File: src/hw/bsrot_consts.svh
// offsets, reset values, field positions and timing counts of the setpoint bank
// assumes a 200 MHz core clock; included by bare name from the hw folder
`ifndef BSROT_CONSTS_SVH
`define BSROT_CONSTS_SVH

// ----------------------------------------------------------------------------
// register offsets (register port word addresses)
// ----------------------------------------------------------------------------
`define BSROT_ADDR_W              5
`define BSROT_OFS_WARN_LIMIT      5'h02
`define BSROT_OFS_CH2_PEAK        5'h04
`define BSROT_OFS_CH1_OFF         5'h05
`define BSROT_OFS_CH2_OFF         5'h06
`define BSROT_OFS_CH1_MAXOFF      5'h07
`define BSROT_OFS_CH2_MAXOFF      5'h08
`define BSROT_OFS_DIE_TEMP        5'h09
`define BSROT_OFS_CH1_LATEST      5'h0A

// ----------------------------------------------------------------------------
// field layout and reset values
// ----------------------------------------------------------------------------
`define BSROT_CODE_MSB            7
`define BSROT_RSVD_BIT            8
`define BSROT_RST_SETPOINT        8'h80
`define BSROT_RST_WARN_LIMIT      8'h80
`define BSROT_RST_READING         8'h00

// ----------------------------------------------------------------------------
// timing
// ----------------------------------------------------------------------------
`define BSROT_CLK_PERIOD_NS       5
`define BSROT_MAXOFF_LSB_NS       251
`define BSROT_MAXOFF_LSB_CYC      (`BSROT_MAXOFF_LSB_NS / `BSROT_CLK_PERIOD_NS)
`define BSROT_DAC_UPDATE_NS       1000
`define BSROT_DAC_UPDATE_CYC      (`BSROT_DAC_UPDATE_NS / `BSROT_CLK_PERIOD_NS)

`endif

File: src/hw/bsrot_pkg.sv
// types shared by the setpoint bank and its timers
// assumes nothing beyond a SystemVerilog compiler
package bsrot_pkg;
    typedef logic [7:0] bsrot_code_type;

    // per-channel maximum off-time timer states
    typedef enum logic [1:0] {
        TMR_WAIT_POR,
        TMR_IDLE,
        TMR_OFF
    } bsrot_tmr_state_type;
endpackage : bsrot_pkg

File: src/hw/bsrot_regs.sv
// setpoint register bank of a dual-channel buck led controller
// assumes the serial frame decoder drives the register port on CORE_CLK
//
// What this block does
// - channel 2 peak threshold: 8-bit rw in bits 7-0, reset 80h, bit 8 zero
// - peak threshold may change anytime; analog code follows within about 1 us
// - peak code is sense voltage in millivolts, code divided by 1000 volts
// - each channel has an 8-bit rw off-time code, reset 80h, bit 8 zero
// - off-time equals code over 2.136e6 times the channel led voltage
// - each channel has an 8-bit rw maximum off-time code, reset 80h
// - maximum off-time is code times 50 clocks, 250 ns rather than 251 ns, independent of output voltage
// - maximum off-time timer runs beside the regular off timer
// - below about 2 V led voltage the maximum off timer ends the interval
// - after power-on reset wait one maximum off-time before first cycle
// - die temperature register: read-only, reset 0, latest adc conversion
// - temperature in celsius is 2.439 times code minus 293.5
// - thermal warning latches when temperature code exceeds warning limit, reset 80h
`timescale 1ns/1ps
`default_nettype none
`include "bsrot_consts.svh"
module bsrot_regs
    import bsrot_pkg::*;
#(
    parameter int MAXOFF_LSB_CYC = `BSROT_MAXOFF_LSB_CYC
)(
    // clock, reset, enable
    input  wire logic                       CORE_CLK,
    input  wire logic                       RST_B,
    input  wire logic                       CLK_EN,
    // register port from the serial frame decoder
    input  wire logic [`BSROT_ADDR_W-1:0]   REG_ADDR,
    input  wire logic [8:0]                 REG_WDATA,
    input  wire logic                       REG_WR,
    input  wire logic                       REG_RD,
    output var  logic [8:0]                 REG_RDATA,
    output var  logic                       REG_RVALID,
    // adc results, same clock
    input  wire bsrot_code_type             TEMP_ADC_CODE,
    input  wire logic                       TEMP_ADC_VALID,
    input  wire bsrot_code_type             VLED1_ADC_CODE,
    input  wire logic                       VLED1_ADC_PWM,
    input  wire logic                       VLED1_ADC_VALID,
    // status read clear of the thermal warning
    input  wire logic                       WARN_CLR,
    // converter off intervals, bit 0 channel 1, bit 1 channel 2
    input  wire logic [1:0]                 CH_OFF_START,
    input  wire logic [1:0]                 CH_TOFF_DONE,
    input  wire logic [1:0]                 CH_LOW_VLED,
    output var  logic [1:0]                 CH_OFF_END,
    output var  logic [1:0]                 CH_MAXOFF_HIT,
    output var  logic [1:0]                 CH_START_OK,
    // dac codes
    output var  bsrot_code_type             CH2_PEAK_CODE,
    output var  bsrot_code_type             CH1_OFF_CODE,
    output var  bsrot_code_type             CH2_OFF_CODE,
    output var  bsrot_code_type             CH1_MAXOFF_CODE,
    output var  bsrot_code_type             CH2_MAXOFF_CODE,
    // status
    output var  logic                       THERMAL_WARNING
);
    localparam int DAC_CYC = `BSROT_DAC_UPDATE_CYC;

    // ------------------------------------------------------------------------
    // address decode helpers
    // ------------------------------------------------------------------------
    // setpoints are the registers whose bit 8 is reserved and writes land
    function automatic logic is_setpoint(input logic [`BSROT_ADDR_W-1:0] a);
        is_setpoint = (a == `BSROT_OFS_WARN_LIMIT) || (a == `BSROT_OFS_CH2_PEAK)
                   || (a == `BSROT_OFS_CH1_OFF)    || (a == `BSROT_OFS_CH2_OFF)
                   || (a == `BSROT_OFS_CH1_MAXOFF) || (a == `BSROT_OFS_CH2_MAXOFF);
    endfunction : is_setpoint

    // ------------------------------------------------------------------------
    // setpoint storage
    // ------------------------------------------------------------------------
    bsrot_code_type warn_limit_q;
    bsrot_code_type peak2_q;
    bsrot_code_type off_q    [2];
    bsrot_code_type maxoff_q [2];
    logic           wr_en;

    assign wr_en = CLK_EN && REG_WR && is_setpoint(REG_ADDR);

    // only the 8-bit field is stored, so bit 8 of a write falls away
    always_ff @(posedge CORE_CLK or negedge RST_B) begin
        if (!RST_B) begin
            warn_limit_q <= `BSROT_RST_WARN_LIMIT;
            peak2_q      <= `BSROT_RST_SETPOINT;
            off_q[0]     <= `BSROT_RST_SETPOINT;
            off_q[1]     <= `BSROT_RST_SETPOINT;
            maxoff_q[0]  <= `BSROT_RST_SETPOINT;
            maxoff_q[1]  <= `BSROT_RST_SETPOINT;
        end else if (wr_en) begin
            unique case (REG_ADDR)
                `BSROT_OFS_WARN_LIMIT: warn_limit_q <= REG_WDATA[`BSROT_CODE_MSB:0];
                `BSROT_OFS_CH2_PEAK:   peak2_q      <= REG_WDATA[`BSROT_CODE_MSB:0];
                `BSROT_OFS_CH1_OFF:    off_q[0]     <= REG_WDATA[`BSROT_CODE_MSB:0];
                `BSROT_OFS_CH2_OFF:    off_q[1]     <= REG_WDATA[`BSROT_CODE_MSB:0];
                `BSROT_OFS_CH1_MAXOFF: maxoff_q[0]  <= REG_WDATA[`BSROT_CODE_MSB:0];
                `BSROT_OFS_CH2_MAXOFF: maxoff_q[1]  <= REG_WDATA[`BSROT_CODE_MSB:0];
                default:               ;
            endcase
        end
    end

    // ------------------------------------------------------------------------
    // readings captured from the adc
    // ------------------------------------------------------------------------
    bsrot_code_type temp_q;
    bsrot_code_type vled1_q;
    logic           vled1_pwm_q;

    // raw code kept as read; scaling to celsius is left to host software
    always_ff @(posedge CORE_CLK or negedge RST_B) begin
        if (!RST_B) begin
            temp_q <= `BSROT_RST_READING;
        end else if (CLK_EN && TEMP_ADC_VALID) begin
            temp_q <= TEMP_ADC_CODE;
        end
    end

    // pwm state travels with the sample it belongs to
    always_ff @(posedge CORE_CLK or negedge RST_B) begin
        if (!RST_B) begin
            vled1_q     <= `BSROT_RST_READING;
            vled1_pwm_q <= 1'b0;
        end else if (CLK_EN && VLED1_ADC_VALID) begin
            vled1_q     <= VLED1_ADC_CODE;
            vled1_pwm_q <= VLED1_ADC_PWM;
        end
    end

    // ------------------------------------------------------------------------
    // register read: answer one cycle after the strobe, unmapped reads zero
    // ------------------------------------------------------------------------
    logic [8:0]               rd_d;
    logic [`BSROT_ADDR_W-1:0] rd_addr_q;

    always_comb begin
        rd_d = 9'h000;
        unique case (REG_ADDR)
            `BSROT_OFS_WARN_LIMIT: rd_d = {1'b0, warn_limit_q};
            `BSROT_OFS_CH2_PEAK:   rd_d = {1'b0, peak2_q};
            `BSROT_OFS_CH1_OFF:    rd_d = {1'b0, off_q[0]};
            `BSROT_OFS_CH2_OFF:    rd_d = {1'b0, off_q[1]};
            `BSROT_OFS_CH1_MAXOFF: rd_d = {1'b0, maxoff_q[0]};
            `BSROT_OFS_CH2_MAXOFF: rd_d = {1'b0, maxoff_q[1]};
            `BSROT_OFS_DIE_TEMP:   rd_d = {1'b0, temp_q};
            `BSROT_OFS_CH1_LATEST: rd_d = {vled1_pwm_q, vled1_q};
            default:               rd_d = 9'h000;
        endcase
    end

    always_ff @(posedge CORE_CLK or negedge RST_B) begin
        if (!RST_B) begin
            REG_RDATA  <= 9'h000;
            REG_RVALID <= 1'b0;
            rd_addr_q  <= '0;
        end else if (CLK_EN) begin
            REG_RVALID <= REG_RD;
            if (REG_RD) begin
                REG_RDATA <= rd_d;
                rd_addr_q <= REG_ADDR;
            end
        end
    end

    // ------------------------------------------------------------------------
    // dac codes: one flop after the register, far inside the 1 us budget
    // ------------------------------------------------------------------------
    // the analog side turns these into 1 mV per count (peak) and the V*s
    // product with the led voltage (off time); digital only carries codes
    always_ff @(posedge CORE_CLK or negedge RST_B) begin
        if (!RST_B) begin
            CH2_PEAK_CODE   <= `BSROT_RST_SETPOINT;
            CH1_OFF_CODE    <= `BSROT_RST_SETPOINT;
            CH2_OFF_CODE    <= `BSROT_RST_SETPOINT;
            CH1_MAXOFF_CODE <= `BSROT_RST_SETPOINT;
            CH2_MAXOFF_CODE <= `BSROT_RST_SETPOINT;
        end else if (CLK_EN) begin
            CH2_PEAK_CODE   <= peak2_q;
            CH1_OFF_CODE    <= off_q[0];
            CH2_OFF_CODE    <= off_q[1];
            CH1_MAXOFF_CODE <= maxoff_q[0];
            CH2_MAXOFF_CODE <= maxoff_q[1];
        end
    end

    // ------------------------------------------------------------------------
    // comparator inputs from the analog side: three flops, then agreement
    // ------------------------------------------------------------------------
    // a glitch shorter than a clock never reaches the timers this way
    logic [3:0] async_in;
    logic [3:0] s1_q;
    logic [3:0] s2_q;
    logic [3:0] s3_q;
    logic [3:0] filt_q;

    assign async_in = {CH_LOW_VLED, CH_TOFF_DONE};

    for (genvar i = 0; i < 4; i++) begin : g_sync
        always_ff @(posedge CORE_CLK or negedge RST_B) begin
            if (!RST_B) begin
                s1_q[i]   <= 1'b0;
                s2_q[i]   <= 1'b0;
                s3_q[i]   <= 1'b0;
                filt_q[i] <= 1'b0;
            end else if (CLK_EN) begin
                s1_q[i] <= async_in[i];
                s2_q[i] <= s1_q[i];
                s3_q[i] <= s2_q[i];
                if (s2_q[i] == s3_q[i]) begin
                    filt_q[i] <= s3_q[i];
                end
            end
        end
    end

    // ------------------------------------------------------------------------
    // per-channel maximum off-time timers
    // ------------------------------------------------------------------------
    for (genvar c = 0; c < 2; c++) begin : g_tmr
        bsrot_max_off_timer #(
            .LSB_CYC    (MAXOFF_LSB_CYC)
        ) u_tmr (
            .clk        (CORE_CLK),
            .rst_b      (RST_B),
            .ce         (CLK_EN),
            .max_code   (maxoff_q[c]),
            .off_start  (CH_OFF_START[c]),
            .toff_done  (filt_q[c]),
            .low_vled   (filt_q[c+2]),
            .off_end_q  (CH_OFF_END[c]),
            .max_hit_q  (CH_MAXOFF_HIT[c]),
            .start_ok_q (CH_START_OK[c])
        );
    end

    // ------------------------------------------------------------------------
    // thermal warning
    // ------------------------------------------------------------------------
    bsrot_thermal_warn u_warn (
        .clk        (CORE_CLK),
        .rst_b      (RST_B),
        .ce         (CLK_EN),
        .temp_code  (temp_q),
        .limit_code (warn_limit_q),
        .warn_clr   (WARN_CLR),
        .warn_q     (THERMAL_WARNING)
    );

    // ------------------------------------------------------------------------
    // checks
    // ------------------------------------------------------------------------
    peak_follow_a: assert property (@(posedge CORE_CLK) disable iff (!RST_B)
        (CLK_EN && REG_WR && REG_ADDR == `BSROT_OFS_CH2_PEAK) ##1 CLK_EN
        |=> CH2_PEAK_CODE == $past(REG_WDATA[7:0], 2))
        else $error("peak threshold code did not follow the write");

    peak_budget_a: assert property (@(posedge CORE_CLK) disable iff (!RST_B)
        (CLK_EN && REG_WR && REG_ADDR == `BSROT_OFS_CH2_PEAK) ##1 CLK_EN [*2]
        |-> ##[0:DAC_CYC] (CH2_PEAK_CODE == peak2_q))
        else $error("peak threshold dac code late");

    rsvd_read_a: assert property (@(posedge CORE_CLK) disable iff (!RST_B)
        (REG_RVALID && is_setpoint(rd_addr_q)) |-> !REG_RDATA[`BSROT_RSVD_BIT])
        else $error("reserved setpoint bit read as one");

    off_read_a: assert property (@(posedge CORE_CLK) disable iff (!RST_B)
        (CLK_EN && REG_RD && REG_ADDR == `BSROT_OFS_CH1_OFF)
        |=> (REG_RVALID && REG_RDATA == {1'b0, $past(off_q[0])}))
        else $error("channel 1 off-time read mismatch");

    maxoff_out_a: assert property (@(posedge CORE_CLK) disable iff (!RST_B)
        CLK_EN |=> CH2_MAXOFF_CODE == $past(maxoff_q[1]))
        else $error("channel 2 maximum off-time code stale");

    temp_cap_a: assert property (@(posedge CORE_CLK) disable iff (!RST_B)
        (CLK_EN && TEMP_ADC_VALID) |=> temp_q == $past(TEMP_ADC_CODE))
        else $error("temperature reading not captured");

    temp_ro_a: assert property (@(posedge CORE_CLK) disable iff (!RST_B)
        (!(CLK_EN && TEMP_ADC_VALID)) |=> $stable(temp_q))
        else $error("temperature register changed without a conversion");

    setpoint_wr_a: assert property (@(posedge CORE_CLK) disable iff (!RST_B)
        (CLK_EN && REG_WR && REG_ADDR == `BSROT_OFS_CH2_PEAK)
        |=> peak2_q == $past(REG_WDATA[7:0]))
        else $error("peak threshold write lost");

    start_ok_keep_a: assert property (@(posedge CORE_CLK) disable iff (!RST_B)
        CH_START_OK[0] |=> CH_START_OK[0])
        else $error("channel 1 start permission withdrawn");

    maxoff1_out_a: assert property (@(posedge CORE_CLK) disable iff (!RST_B)
        CLK_EN |=> CH1_MAXOFF_CODE == $past(maxoff_q[0]))
        else $error("channel 1 maximum off-time code stale");
endmodule : bsrot_regs
`default_nettype wire

File: src/hw/bsrot_thermal_warn.sv
// latched thermal warning: die temperature code against the warning limit
// assumes temp and limit are registered on the same clock
`timescale 1ns/1ps
`default_nettype none
module bsrot_thermal_warn
    import bsrot_pkg::*;
(
    // clock and reset
    input  wire logic           clk,
    input  wire logic           rst_b,
    input  wire logic           ce,
    // compare inputs
    input  wire bsrot_code_type temp_code,
    input  wire bsrot_code_type limit_code,
    // status read clear and flag
    input  wire logic           warn_clr,
    output var  logic           warn_q
);
    logic over;

    assign over = temp_code > limit_code;

    // set wins over clear, and a clear only takes once the condition is gone
    always_ff @(posedge clk or negedge rst_b) begin
        if (!rst_b) begin
            warn_q <= 1'b0;
        end else if (ce) begin
            if (over) begin
                warn_q <= 1'b1;
            end else if (warn_clr) begin
                warn_q <= 1'b0;
            end
        end
    end

    warn_set_a: assert property (@(posedge clk) disable iff (!rst_b)
        (ce && over) |=> warn_q)
        else $error("thermal warning not set on over-limit reading");

    warn_hold_a: assert property (@(posedge clk) disable iff (!rst_b)
        (warn_q && !(ce && warn_clr)) |=> warn_q)
        else $error("thermal warning dropped without a clear");
endmodule : bsrot_thermal_warn
`default_nettype wire

File: src/hw/bsrot_max_off_timer.sv
// one channel's maximum off-time timer, also the power-on start delay
// assumes toff_done and low_vled are already synchronised and filtered
`timescale 1ns/1ps
`default_nettype none
`include "bsrot_consts.svh"
module bsrot_max_off_timer
    import bsrot_pkg::*;
#(
    parameter int LSB_CYC = `BSROT_MAXOFF_LSB_CYC
)(
    // clock and reset
    input  wire logic           clk,
    input  wire logic           rst_b,
    input  wire logic           ce,
    // setpoint
    input  wire bsrot_code_type max_code,
    // converter off interval
    input  wire logic           off_start,
    input  wire logic           toff_done,
    input  wire logic           low_vled,
    output var  logic           off_end_q,
    output var  logic           max_hit_q,
    output var  logic           start_ok_q
);
    localparam logic [15:0] PRE_LAST = 16'(LSB_CYC - 1);

    bsrot_tmr_state_type state_q;
    logic [15:0]         pre_q;
    bsrot_code_type      lsb_q;
    logic                expired;
    logic                toff_ok;
    logic                restart;
    logic                end_now;

    assign expired = lsb_q >= max_code;
    assign toff_ok = toff_done && !low_vled;
    assign restart = (state_q == TMR_IDLE) && off_start;
    assign end_now = (state_q == TMR_OFF) && (toff_ok || expired);

    // ------------------------------------------------------------------------
    // interval counter: one lsb per LSB_CYC cycles, 250 ns at 200 MHz, stops once expired
    // ------------------------------------------------------------------------
    always_ff @(posedge clk or negedge rst_b) begin
        if (!rst_b) begin
            pre_q <= 16'h0000;
            lsb_q <= 8'h00;
        end else if (ce) begin
            if (restart) begin
                pre_q <= 16'h0000;
                lsb_q <= 8'h00;
            end else if (!expired) begin
                if (pre_q == PRE_LAST) begin
                    pre_q <= 16'h0000;
                    lsb_q <= lsb_q + 8'h01;
                end else begin
                    pre_q <= pre_q + 16'h0001;
                end
            end
        end
    end

    // ------------------------------------------------------------------------
    // sequencing: first a full interval after reset, then per off interval
    // ------------------------------------------------------------------------
    always_ff @(posedge clk or negedge rst_b) begin
        if (!rst_b) begin
            state_q    <= TMR_WAIT_POR;
            start_ok_q <= 1'b0;
        end else if (ce) begin
            unique case (state_q)
                TMR_WAIT_POR: begin
                    if (expired) begin
                        state_q    <= TMR_IDLE;
                        start_ok_q <= 1'b1;
                    end
                end
                TMR_IDLE: begin
                    if (off_start) begin
                        state_q <= TMR_OFF;
                    end
                end
                TMR_OFF: begin
                    if (end_now) begin
                        state_q <= TMR_IDLE;
                    end
                end
            endcase
        end
    end

    // end pulse; max_hit marks which timer ended it
    always_ff @(posedge clk or negedge rst_b) begin
        if (!rst_b) begin
            off_end_q <= 1'b0;
            max_hit_q <= 1'b0;
        end else if (ce) begin
            off_end_q <= end_now;
            max_hit_q <= end_now && expired && !toff_ok;
        end
    end

    // helper: cycles spent in an off interval, for the bound check
    logic [15:0] off_cyc_q;
    always_ff @(posedge clk or negedge rst_b) begin
        if (!rst_b) begin
            off_cyc_q <= 16'h0000;
        end else if (ce) begin
            off_cyc_q <= (state_q == TMR_OFF) ? off_cyc_q + 16'h0001 : 16'h0000;
        end
    end

    maxoff_bound_a: assert property (@(posedge clk) disable iff (!rst_b)
        (state_q == TMR_OFF) |-> (32'(off_cyc_q) <= 32'(max_code) * LSB_CYC + 1))
        else $error("off interval outlived the maximum off-time");

    por_wait_a: assert property (@(posedge clk) disable iff (!rst_b)
        off_end_q |-> start_ok_q)
        else $error("off interval ended before the power-on wait");

    low_vled_a: assert property (@(posedge clk) disable iff (!rst_b)
        (ce && state_q == TMR_OFF && low_vled && !expired) |=> !off_end_q)
        else $error("regular off timer ended interval at low led voltage");

    toff_par_a: assert property (@(posedge clk) disable iff (!rst_b)
        (ce && state_q == TMR_OFF && toff_ok) |=> (off_end_q && !max_hit_q))
        else $error("regular off timer end not honoured");
endmodule : bsrot_max_off_timer
`default_nettype wire

File: config.mk
export PLATFORM = sky130hd
export DESIGN_NAME = bsrot_regs
export DESIGN_NICKNAME = d
export VERILOG_FILES = /design/src/hw/bsrot_pkg.sv /design/src/hw/bsrot_regs.sv /design/src/hw/bsrot_thermal_warn.sv /design/src/hw/bsrot_max_off_timer.sv
export VERILOG_INCLUDE_DIRS = /design/src /design/src/hw
export SDC_FILE = /design/constraint.sdc
export NUM_CORES = 1
export LEC_CHECK = 0
export ABC_AREA = 1
export BUFFER_PORTS_ARGS = -buffer_cell sky130_fd_sc_hd__buf_4
export CELL_PAD_IN_SITES_DETAIL_PLACEMENT = 1
export CELL_PAD_IN_SITES_GLOBAL_PLACEMENT = 2
export CORE_MARGIN = 2
export CORE_UTILIZATION = 30
export CTS_CLUSTER_DIAMETER = 120
export DETAILED_ROUTE_END_ITERATION = 8
export MAX_ROUTING_LAYER = met4
export PLACE_DENSITY = 0.71
export SYNTH_ARGS = -nofsm -noshare
export SYNTH_HDL_FRONTEND = slang
export SYNTH_SLANG_ARGS = --single-unit
export TNS_END_PERCENT = 50
File: constraint.sdc
create_clock -name CORE_CLK -period 5.65 [get_ports CORE_CLK]
set_clock_uncertainty 0.05 [all_clocks]
set_input_delay 1.695 -clock CORE_CLK [delete_from_list [all_inputs] [get_ports CORE_CLK]]
set_output_delay 1.695 -clock CORE_CLK [all_outputs]
set_load 0.01 [all_outputs]
==> impl_metrics.ini, run 1 <==
[synthesis]
synth_top_cells_by_area = dfrtp_1, nand2_1, o21ai_0
syn_inst = 1241
async_flop_share = 1.00
yosys.area.top_type_share = 0.459
ys_seq_elements = 190
synth_cell_types = 42
syn_nets = 1316
synthesis.area_mm2 = 0.00976
yosysWarnings = 0
synth_ff_type = dfrtp_1
seq_area_frac_synth = 0.489
synth_area_leader_cell = dfrtp_1
synth-edff-count = 0
avgSynthCellArea_um2 = 7.86

[hold_path]
min_to = g_tmr[0].u_tmr.start_ok_q$_DFFE_PN0P_
worstHoldPathType = flop to flop
holdPathStages = 1
min_from = g_tmr[0].u_tmr.start_ok_q$_DFFE_PN0P_

[clock_tree]
htreeDepth = 4
cts_buffers = 17
cts.sinks = 190
cts_tree = done
cts_root_buf = clkbuf_16
post_cts_resized = 0
post_cts_buffers = 0
clock_path_buffers = 2
cts_hold_buf = 0
clock_latency_ps = 460
clkSlewWorstSetupHoldPaths_ps = 80

[critical_path]
r2r-end = g_tmr[1].u_tmr.pre_q[3]$_DFFE_PN0P_
crit_path_end_kind = flop
worstPathRequired_ps = 5990
critPathKind = input port to flop
rr_worst_depth = 9
crit_arrival_ps = 3840
reg2reg_slack_ps = 2950
crit_fanout = 25
reg2reg_from = g_tmr[1].u_tmr.state_q[1]$_DFFE_PN0P_
cp-start-kind = input port

[cells_and_area]
fillers = 3909
design_area_mm2 = 0.0115
layout_commonest_cell = nand2_1
final_cell_mix = nand2_1, dfrtp_1, inv_1
final_nets = 1401
area_growth_syn_to_layout_pct = 18.2
drive_gt1_frac = 0.140
antenna_cells = 0
final_cells = 1781

[global_route]
gr-total-overflow = 0
grt_pass1_wl_um = 45700
grt_pass1_vias = 8213
grt_max_degree = 110
grt_usage = 0.179
antenna_found_initial = 0

[power]
finalPower_w = 0.00426
powerDensity_mw_per_mm2 = 370
p_leak_nw = 5.67
ir_drop_uv = 232

[die]
io_pins = 102
fp.dieH_um = 184
die-area_mm2 = 0.0340
rows = 66
core_area_mm2 = 0.0323
fp.dieW_um = 184
start_util = 0.302

[sta]
tightest_slew_ps = 942
drv_slew = 0
fin_crit_sh = 0.619
max_freq_mhz = 286
maxSlewHeadroom = 0.372
rsz0062_at_grt = no
setup_viol = 0
finalHoldViolCount = 0
setup_tns_ps = 0
whs_ps = 422
min_period_ps = 3500

[run_status]
status = complete, no violations

[placement]
portBuffers = 100
dpl_cell_area_mm2 = 0.0109
dp.cells = 1749
dp_hpwl_um = 20700
gp_congestion = 0.796

[detailed_routing]
drtIter0Drc = 404
wirelength_um = 28200
first_pass_iters = 4
vias = 8162
wire_per_inst_um = 15.8
postRouteAntennaNets = 0
drcViolationCount = 0
viasPerCell = 4.58

[job]
drv_cap = 0
[cells in the mapped netlist (all sizes together), types with 2 or more instances]
cell type and instances:
a21o 2, a21oi 18, a31o 2, buf 22, clkbuf 18, dfrtp 179
dfstp 11, ha 30, inv 139, mux2 10, nand2 422, nand3 43
nand3b 3, nand4 33, nor2 114, nor3 14, nor3b 5, o21a 4
o21ai 142, o22ai 6, o31ai 2, or2 3, xnor2 5, xor2 10
[logic make-up after synthesis]
| logic type | Yosys count | share of synthesized area |
|---|---|---|
| compound gates | 179 | 0.0972 |
| xor+xnor | 15 | 0.0135 |
| simple gates | 637 | 0.275 |
| mux | 10 | 0.0115 |
| flops | 190 | 0.489 |
| buf+inv | 180 | 0.0754 |
| fa+ha+maj | 30 | 0.0385 |
[critical path, cell delays in order]
cell     delay, ps
buf_4           90
inv_1           40
nor2_2         450
inv_1          410
nand2_2        320
nand2_2        330
inv_1          340
nand2_1         90
nand2_1         60
[layer usage]
layer	up-vias	global-route usage	wire, µm
li1	4116	-	-
met1	3939	0.251	14300
met2	94	0.271	12800
met3	13	0.0318	831
met4	0	0.0378	243
met5	-	-	0
[stage by stage]
step	utilization	worst slack [ps]
detailed placement	0.338	1610
floorplan	-	2880
finish	0.357	2150
global route	0.357	1830
CTS	0.357	2080
global placement	0.338	1640
[worst max-delay path by stage]
stage / start / to / slack, ps / cells past startpoint
2_1_floorplan: CLK_EN / g_tmr[0].u_tmr.max_hit_q$_DFFE_PN0P_ / 2880 / 5
3_3_place_gp: CH_OFF_START[1] / g_tmr[1].u_tmr.pre_q[1]$_DFFE_PN0P_ / 1640 / 9
3_5_place_dp: CH_OFF_START[1] / g_tmr[1].u_tmr.pre_q[9]$_DFFE_PN0P_ / 1610 / 9
4_1_cts: CH_OFF_START[1] / g_tmr[1].u_tmr.pre_q[3]$_DFFE_PN0P_ / 2080 / 9
5_1_grt: CH_OFF_START[1] / g_tmr[1].u_tmr.pre_q[10]$_DFFE_PN0P_ / 1830 / 9
6_report: CH_OFF_START[1] / g_tmr[1].u_tmr.pre_q[3]$_DFFE_PN0P_ / 2150 / 9
[report_power, final]
| part | switching, W | internal [W] | total [W] |
|---|---|---|---|
| logic | 0.000742 | 0.000410 | 0.00115 |
| clock network | 0.000588 | 0.000733 | 0.00132 |
| registers | 0.000215 | 0.00157 | 0.00179 |
[layout make-up]
class | instances | area [µm²] | area share
Tap cell | 442 | 553 | 0.0480
Clock buffer | 19 | 453 | 0.0393
Multi-Input combinational cell | 871 | 4250 | 0.369
Inverter | 140 | 526 | 0.0456
Sequential cell | 190 | 4770 | 0.414
Clock inverter | 13 | 178 | 0.0154
Timing Repair Buffer | 106 | 802 | 0.0696
[sequential cells by signal (all words and copies together) (netlist names), 8 cells and up]
register           count
g_tmr.u_tmr.pre_q     32
g_tmr.u_tmr.lsb_q     16
maxoff_q              16
off_q                 16
REG_RDATA              9
CH1_MAXOFF_CODE        8
CH1_OFF_CODE           8
CH2_MAXOFF_CODE        8
CH2_OFF_CODE           8
CH2_PEAK_CODE          8
peak2_q                8
temp_q                 8
vled1_q                8
warn_limit_q           8
No activity file was read; power rests on OpenSTA's default activity.
==> run 2, diff against run 1 <==
- PLACE_DENSITY: 0.71 -> 0.74
- clock period: 5.65 -> 3.1 ns (I/O delays scaled with it)
==> run 2 against run 1 <==
Compared with the run above:
- sequential share of layout area decreased by 0.17 points
- hold slack worse by 38 ps
- sequential cell count stayed put
- global-route usage about the same
- register-to-register slack lost 2200 ps
- final cell count is 0.79% higher
- critical path depth increased by 1
- via count up 2.2%
==> impl_metrics.ini, run 2 (synthesized netlist as in run 1, its figures left out) <==
[job]
drv_cap = 0

[die]
fp.dieH_um = 184
start_util = 0.302
core_area_mm2 = 0.0323
fp.dieW_um = 184
io_pins = 102
rows = 66
die-area_mm2 = 0.0340

[critical_path]
slowest_stage = dfstp_2
crit_path_end_kind = flop
cp-start-kind = flop
crit_fanout = 13
cp_common_cell = nand2_1
worstPathRequired_ps = 3420
r2r-end = g_tmr[0].u_tmr.pre_q[0]$_DFFE_PN0P_
rr_worst_depth = 10
critPathKind = flop to flop
reg2reg_from = maxoff_q[15]$_DFFE_PN1P_
crit_arrival_ps = 2700
crit_chain = inv_1, ha_1, a21o_1, nor2_1, nand2_1, nand2_4, nand2_2, inv_1, nand2_1, nand2_1
reg2reg_slack_ps = 720
slowest_delay_ps = 570

[sta]
finalHoldViolCount = 0
rsz0062_at_grt = no
max_freq_mhz = 420
setup_tns_ps = 0
fin_crit_sh = 0.768
worst_slack_ps = 720
drv_slew = 0
min_period_ps = 2380
setup_viol = 0
maxSlewHeadroom = 0.599
tightest_slew_ps = 600

[clock_tree]
cts_hold_buf = 0
cts_buffers = 17
cts_root_buf = clkbuf_16
clock_latency_ps = 450
cts.sinks = 190
cts_tree = done
post_cts_buffers = 0
clkSlewWorstSetupHoldPaths_ps = 80
clock_path_buffers = 2
post_cts_resized = 0
htreeDepth = 4

[cells_and_area]
regMostFlops = g_tmr.u_tmr.pre_q
area_growth_syn_to_layout_pct = 18.7
largest_register_ffs = 32
drive_gt1_frac = 0.147
fillers = 3873
area.sequential_mm2 = 0.00477
final_cell_mix = nand2_1, dfrtp_1, inv_1
antenna_cells = 0
final_core_util = 0.359
final_nets = 1415
final_cells = 1795
multi_input_area_mm2 = 0.00425
layout_commonest_cell = nand2_1

[power]
powerDensity_mw_per_mm2 = 655
ir_drop_uv = 432
p_leak_nw = 5.69
finalPower_w = 0.00758

[placement]
dp_hpwl_um = 21400
place_worst_setup_slack_ps = 638
portBuffers = 100
dp.cells = 1763
gp_congestion = 0.819

[detailed_routing]
viasPerCell = 4.65
first_pass_iters = 6
drcViolationCount = 0
wire_per_inst_um = 15.8
wirelength_um = 28400
postRouteAntennaNets = 0
drtIter0Drc = 381
vias = 8345

[hold_path]
worstHoldPathType = input port to asynchronous set/reset pin

[global_route]
gr-total-overflow = 0
grt_max_degree = 57
grt_usage = 0.180
grt_pass1_wl_um = 46200
antenna_found_initial = 0
grt_pass1_vias = 8643

[run_status]
status = complete, no violations
run 2: cell types whose count changed in the layout (fill, tap and decap cells not counted), sizes merged:
cell,previous run,this run
buf,105,119
clkinvlp,1,5
bufinv,3,0
clkinv,4,2
clkbuf,20,21
run 2: critical path: cells and delay by family, from the launching register on:
| family | cells | cell delay, ps |
|---|---|---|
| flip-flops | 1 | 570 |
| AO/OA/AOI/OAI | 1 | 180 |
| adder cells (fa/ha/maj) | 1 | 290 |
| buffers and inverters | 2 | 350 |
| AND/OR/NAND/NOR | 6 | 870 |
run 2: worst max-delay path by stage:
| stage | to | depth (start not counted) | from |
|---|---|---|---|
| detailed placement | REG_RDATA[1]$_DFFE_PN0P_ | 10 | REG_ADDR[4] |
| CTS | g_tmr[0].u_tmr.pre_q[0]$_DFFE_PN0P_ | 10 | maxoff_q[15]$_DFFE_PN1P_ |
| floorplan | g_tmr[0].u_tmr.max_hit_q$_DFFE_PN0P_ | 5 | CLK_EN |
| global route | g_tmr[0].u_tmr.pre_q[7]$_DFFE_PN0P_ | 10 | maxoff_q[15]$_DFFE_PN1P_ |
| finish | g_tmr[0].u_tmr.pre_q[0]$_DFFE_PN0P_ | 10 | maxoff_q[15]$_DFFE_PN1P_ |
| global placement | REG_RDATA[1]$_DFFE_PN0P_ | 10 | REG_ADDR[0] |
run 2: area by class of cell:
| cell class | count | area share |
|---|---|---|
| flip-flops and latches | 190 | 0.412 |
| multi-input cells | 871 | 0.367 |
| repair buffers | 120 | 0.0805 |
| well taps | 442 | 0.0478 |
| inverters | 140 | 0.0454 |
| clock buffers | 20 | 0.0386 |
| clock inverters | 12 | 0.00875 |
run 2: per-layer routing:
metal / vias up / part of all wire / global-route usage
li1: 4152 / - / -
met2: 111 / 0.47 / 0.284
met1: 4066 / 0.50 / 0.246
met3: 16 / 0.025 / 0.0237
met5: - / 0 / -
met4: 0 / 0.0093 / 0.0403
run 2: where the power goes:
| group | switching [W] | total [W] | internal [W] | leakage, nW |
|---|---|---|---|---|
| Clock | 0.00107 | 0.00214 | 0.00107 | 0.253 |
| Combinational | 0.00137 | 0.00217 | 0.000799 | 3.10 |
| Sequential | 0.000403 | 0.00327 | 0.00287 | 2.34 |
| Total | 0.00284 | 0.00758 | 0.00474 | 5.69 |
run 2: metrics by stage:
stage	hold WS (ps)	area (µm²)
floorplan	392	9760
global placement	408	11000
detailed placement	410	11000
CTS	398	11600
global route	409	11600
finish	383	11600
==> run 3, diff against run 2 <==
- clock period: 3.1 -> 2 ns (I/O delays scaled with it)
==> run 3 against run 2 <==
Compared with the run above:
- global-route usage up 0.35 points
- largest cell class unchanged
- clock power up 68%
- via count up 3.3%
- total power up 69%
- utilization up 2.7 points
- final area up 7.4%
- final cell count up 4.4%
- critical path depth unchanged
- die area unchanged
- clock-buffer cell count down 2
- first-iteration DRC count down 7.1%
==> impl_metrics.ini, run 3 (synthesized netlist as in run 1, its figures left out) <==
[cells_and_area]
antenna_cells = 0
final_cell_mix = nand2_1, buf_4, dfrtp_1
design_area_mm2 = 0.0124
regMostFlops = g_tmr.u_tmr.pre_q
final_nets = 1494
area_growth_syn_to_layout_pct = 27.5
layout_commonest_cell = nand2_1
drive_gt1_frac = 0.209
final_cells = 1874
largest_register_ffs = 32

[sta]
setup_tns_ps = 0
maxSlewHeadroom = 0.630
drv_slew = 0
max_freq_mhz = 522
tightest_slew_ps = 551
worst_slack_ps = 84.4
setup_viol = 0
fin_crit_sh = 0.958
min_period_ps = 1920
finalHoldViolCount = 0

[critical_path]
cp-start-kind = flop
crit_arrival_ps = 2210
crit_path_end_kind = flop
crit_fanout = 2
worstPathRequired_ps = 2300
critPathKind = flop to flop

[hold_path]
worstHoldPathType = input port to asynchronous set/reset pin

[global_route]
grt_usage = 0.183
grt_pass1_vias = 8814
antenna_found_initial = 0
grt_max_degree = 47
grt_pass1_wl_um = 46900
gr-total-overflow = 0

[detailed_routing]
wirelength_um = 29100
drtIter0Drc = 354
drcViolationCount = 0
postRouteAntennaNets = 0
vias = 8617
wire_per_inst_um = 15.5
viasPerCell = 4.60
first_pass_iters = 4

[clock_tree]
cts_tree = done
cts_buffers = 17
clock_latency_ps = 460
cts.sinks = 190
clock_path_buffers = 2
htreeDepth = 4
cts_hold_buf = 0
cts_root_buf = clkbuf_16
clkSlewWorstSetupHoldPaths_ps = 80

[placement]
dp.cells = 1833
dp_hpwl_um = 22100
place_worst_setup_slack_ps = -27.1
gp_congestion = 0.811
portBuffers = 100
dpl_cell_area_mm2 = 0.0117

[power]
powerDensity_mw_per_mm2 = 1030
ir_drop_uv = 682
p_leak_nw = 6.15

[die]
rows = 66
start_util = 0.302
core_area_mm2 = 0.0323
fp.dieW_um = 184
io_pins = 102
fp.dieH_um = 184
die-area_mm2 = 0.0340

[run_status]
status = complete, no violations

[job]
drv_cap = 0
## run 3: worst paths after layout
kind | from | end | slack, ps | depth (start not counted)
setup / recovery | maxoff_q[7]$_DFFE_PN1P_ | g_tmr[1].u_tmr.state_q[1]$_DFFE_PN0P_ | 80 | 10
min in group CORE_CLK | CH_TOFF_DONE[0] | s1_q[0]$_DFFE_PN0P_ | 300 | 3
hold reg to reg | s1_q[3]$_DFFE_PN0P_ | s1_q[3]$_DFFE_PN0P_ | 430 | 2
hold / removal | RST_B | s2_q[3]$_DFFE_PN0P_ | 40 | 1
setup reg to reg | maxoff_q[7]$_DFFE_PN1P_ | g_tmr[1].u_tmr.state_q[1]$_DFFE_PN0P_ | 80 | 10
max in group asynchronous | RST_B | off_q[7]$_DFFE_PN1P_ | 1190 | 2
## run 3: power by group
| group | switching, W | total [W] | leakage [nW] | internal, W |
|---|---|---|---|---|
| registers | 0.000568 | 0.00501 | 2.34 | 0.00445 |
| clock network | 0.00171 | 0.00360 | 0.292 | 0.00189 |
| logic | 0.00239 | 0.00420 | 3.52 | 0.00181 |
## run 3: cell type report
class | count | area, µm²
Fill cell | 3913 | 19800
Sequential cell | 190 | 4770
Multi-Input combinational cell | 871 | 4350
Timing Repair Buffer | 199 | 1630
Tap cell | 442 | 553
Inverter | 140 | 533
Clock buffer | 18 | 429
Clock inverter | 14 | 174
## run 3: per-layer routing
layer | vias up | global-route usage | share of wire
met4 | 0 | 0.0448 | 0.013
met2 | 102 | 0.285 | 0.46
li1 | 4317 | - | -
met3 | 23 | 0.0283 | 0.026
met1 | 4175 | 0.251 | 0.50
met5 | - | - | 0
## run 3: what timing repair did
| item | CTS | global route |
|---|---|---|
| buffers inserted | 1 | 8 |
| setup endpoints to repair | 24 | 52 |
| gates resized for setup | 4 | 26 |
| pin swaps | 3 | 14 |
## run 3: through the flow
step,total power [W],hold WS [ps],util
2_1_floorplan,0.00729,254,-
3_3_place_gp,0.00891,406,0.361
3_5_place_dp,0.00904,417,0.361
4_1_cts,0.0128,39.2,0.380
5_1_grt,0.0138,49.3,0.385
6_report,0.0128,37.3,0.385
## run 3: worst max-delay path: stages, from the launching register on
cell and delay, ps:
dfstp_2 540, inv_2 60, ha_4 270, nand2_2 50, o21a_1 220, buf_4 140
buf_4 120, nand3_1 110, nand3_1 100, nor2_1 100, nor2_1 40
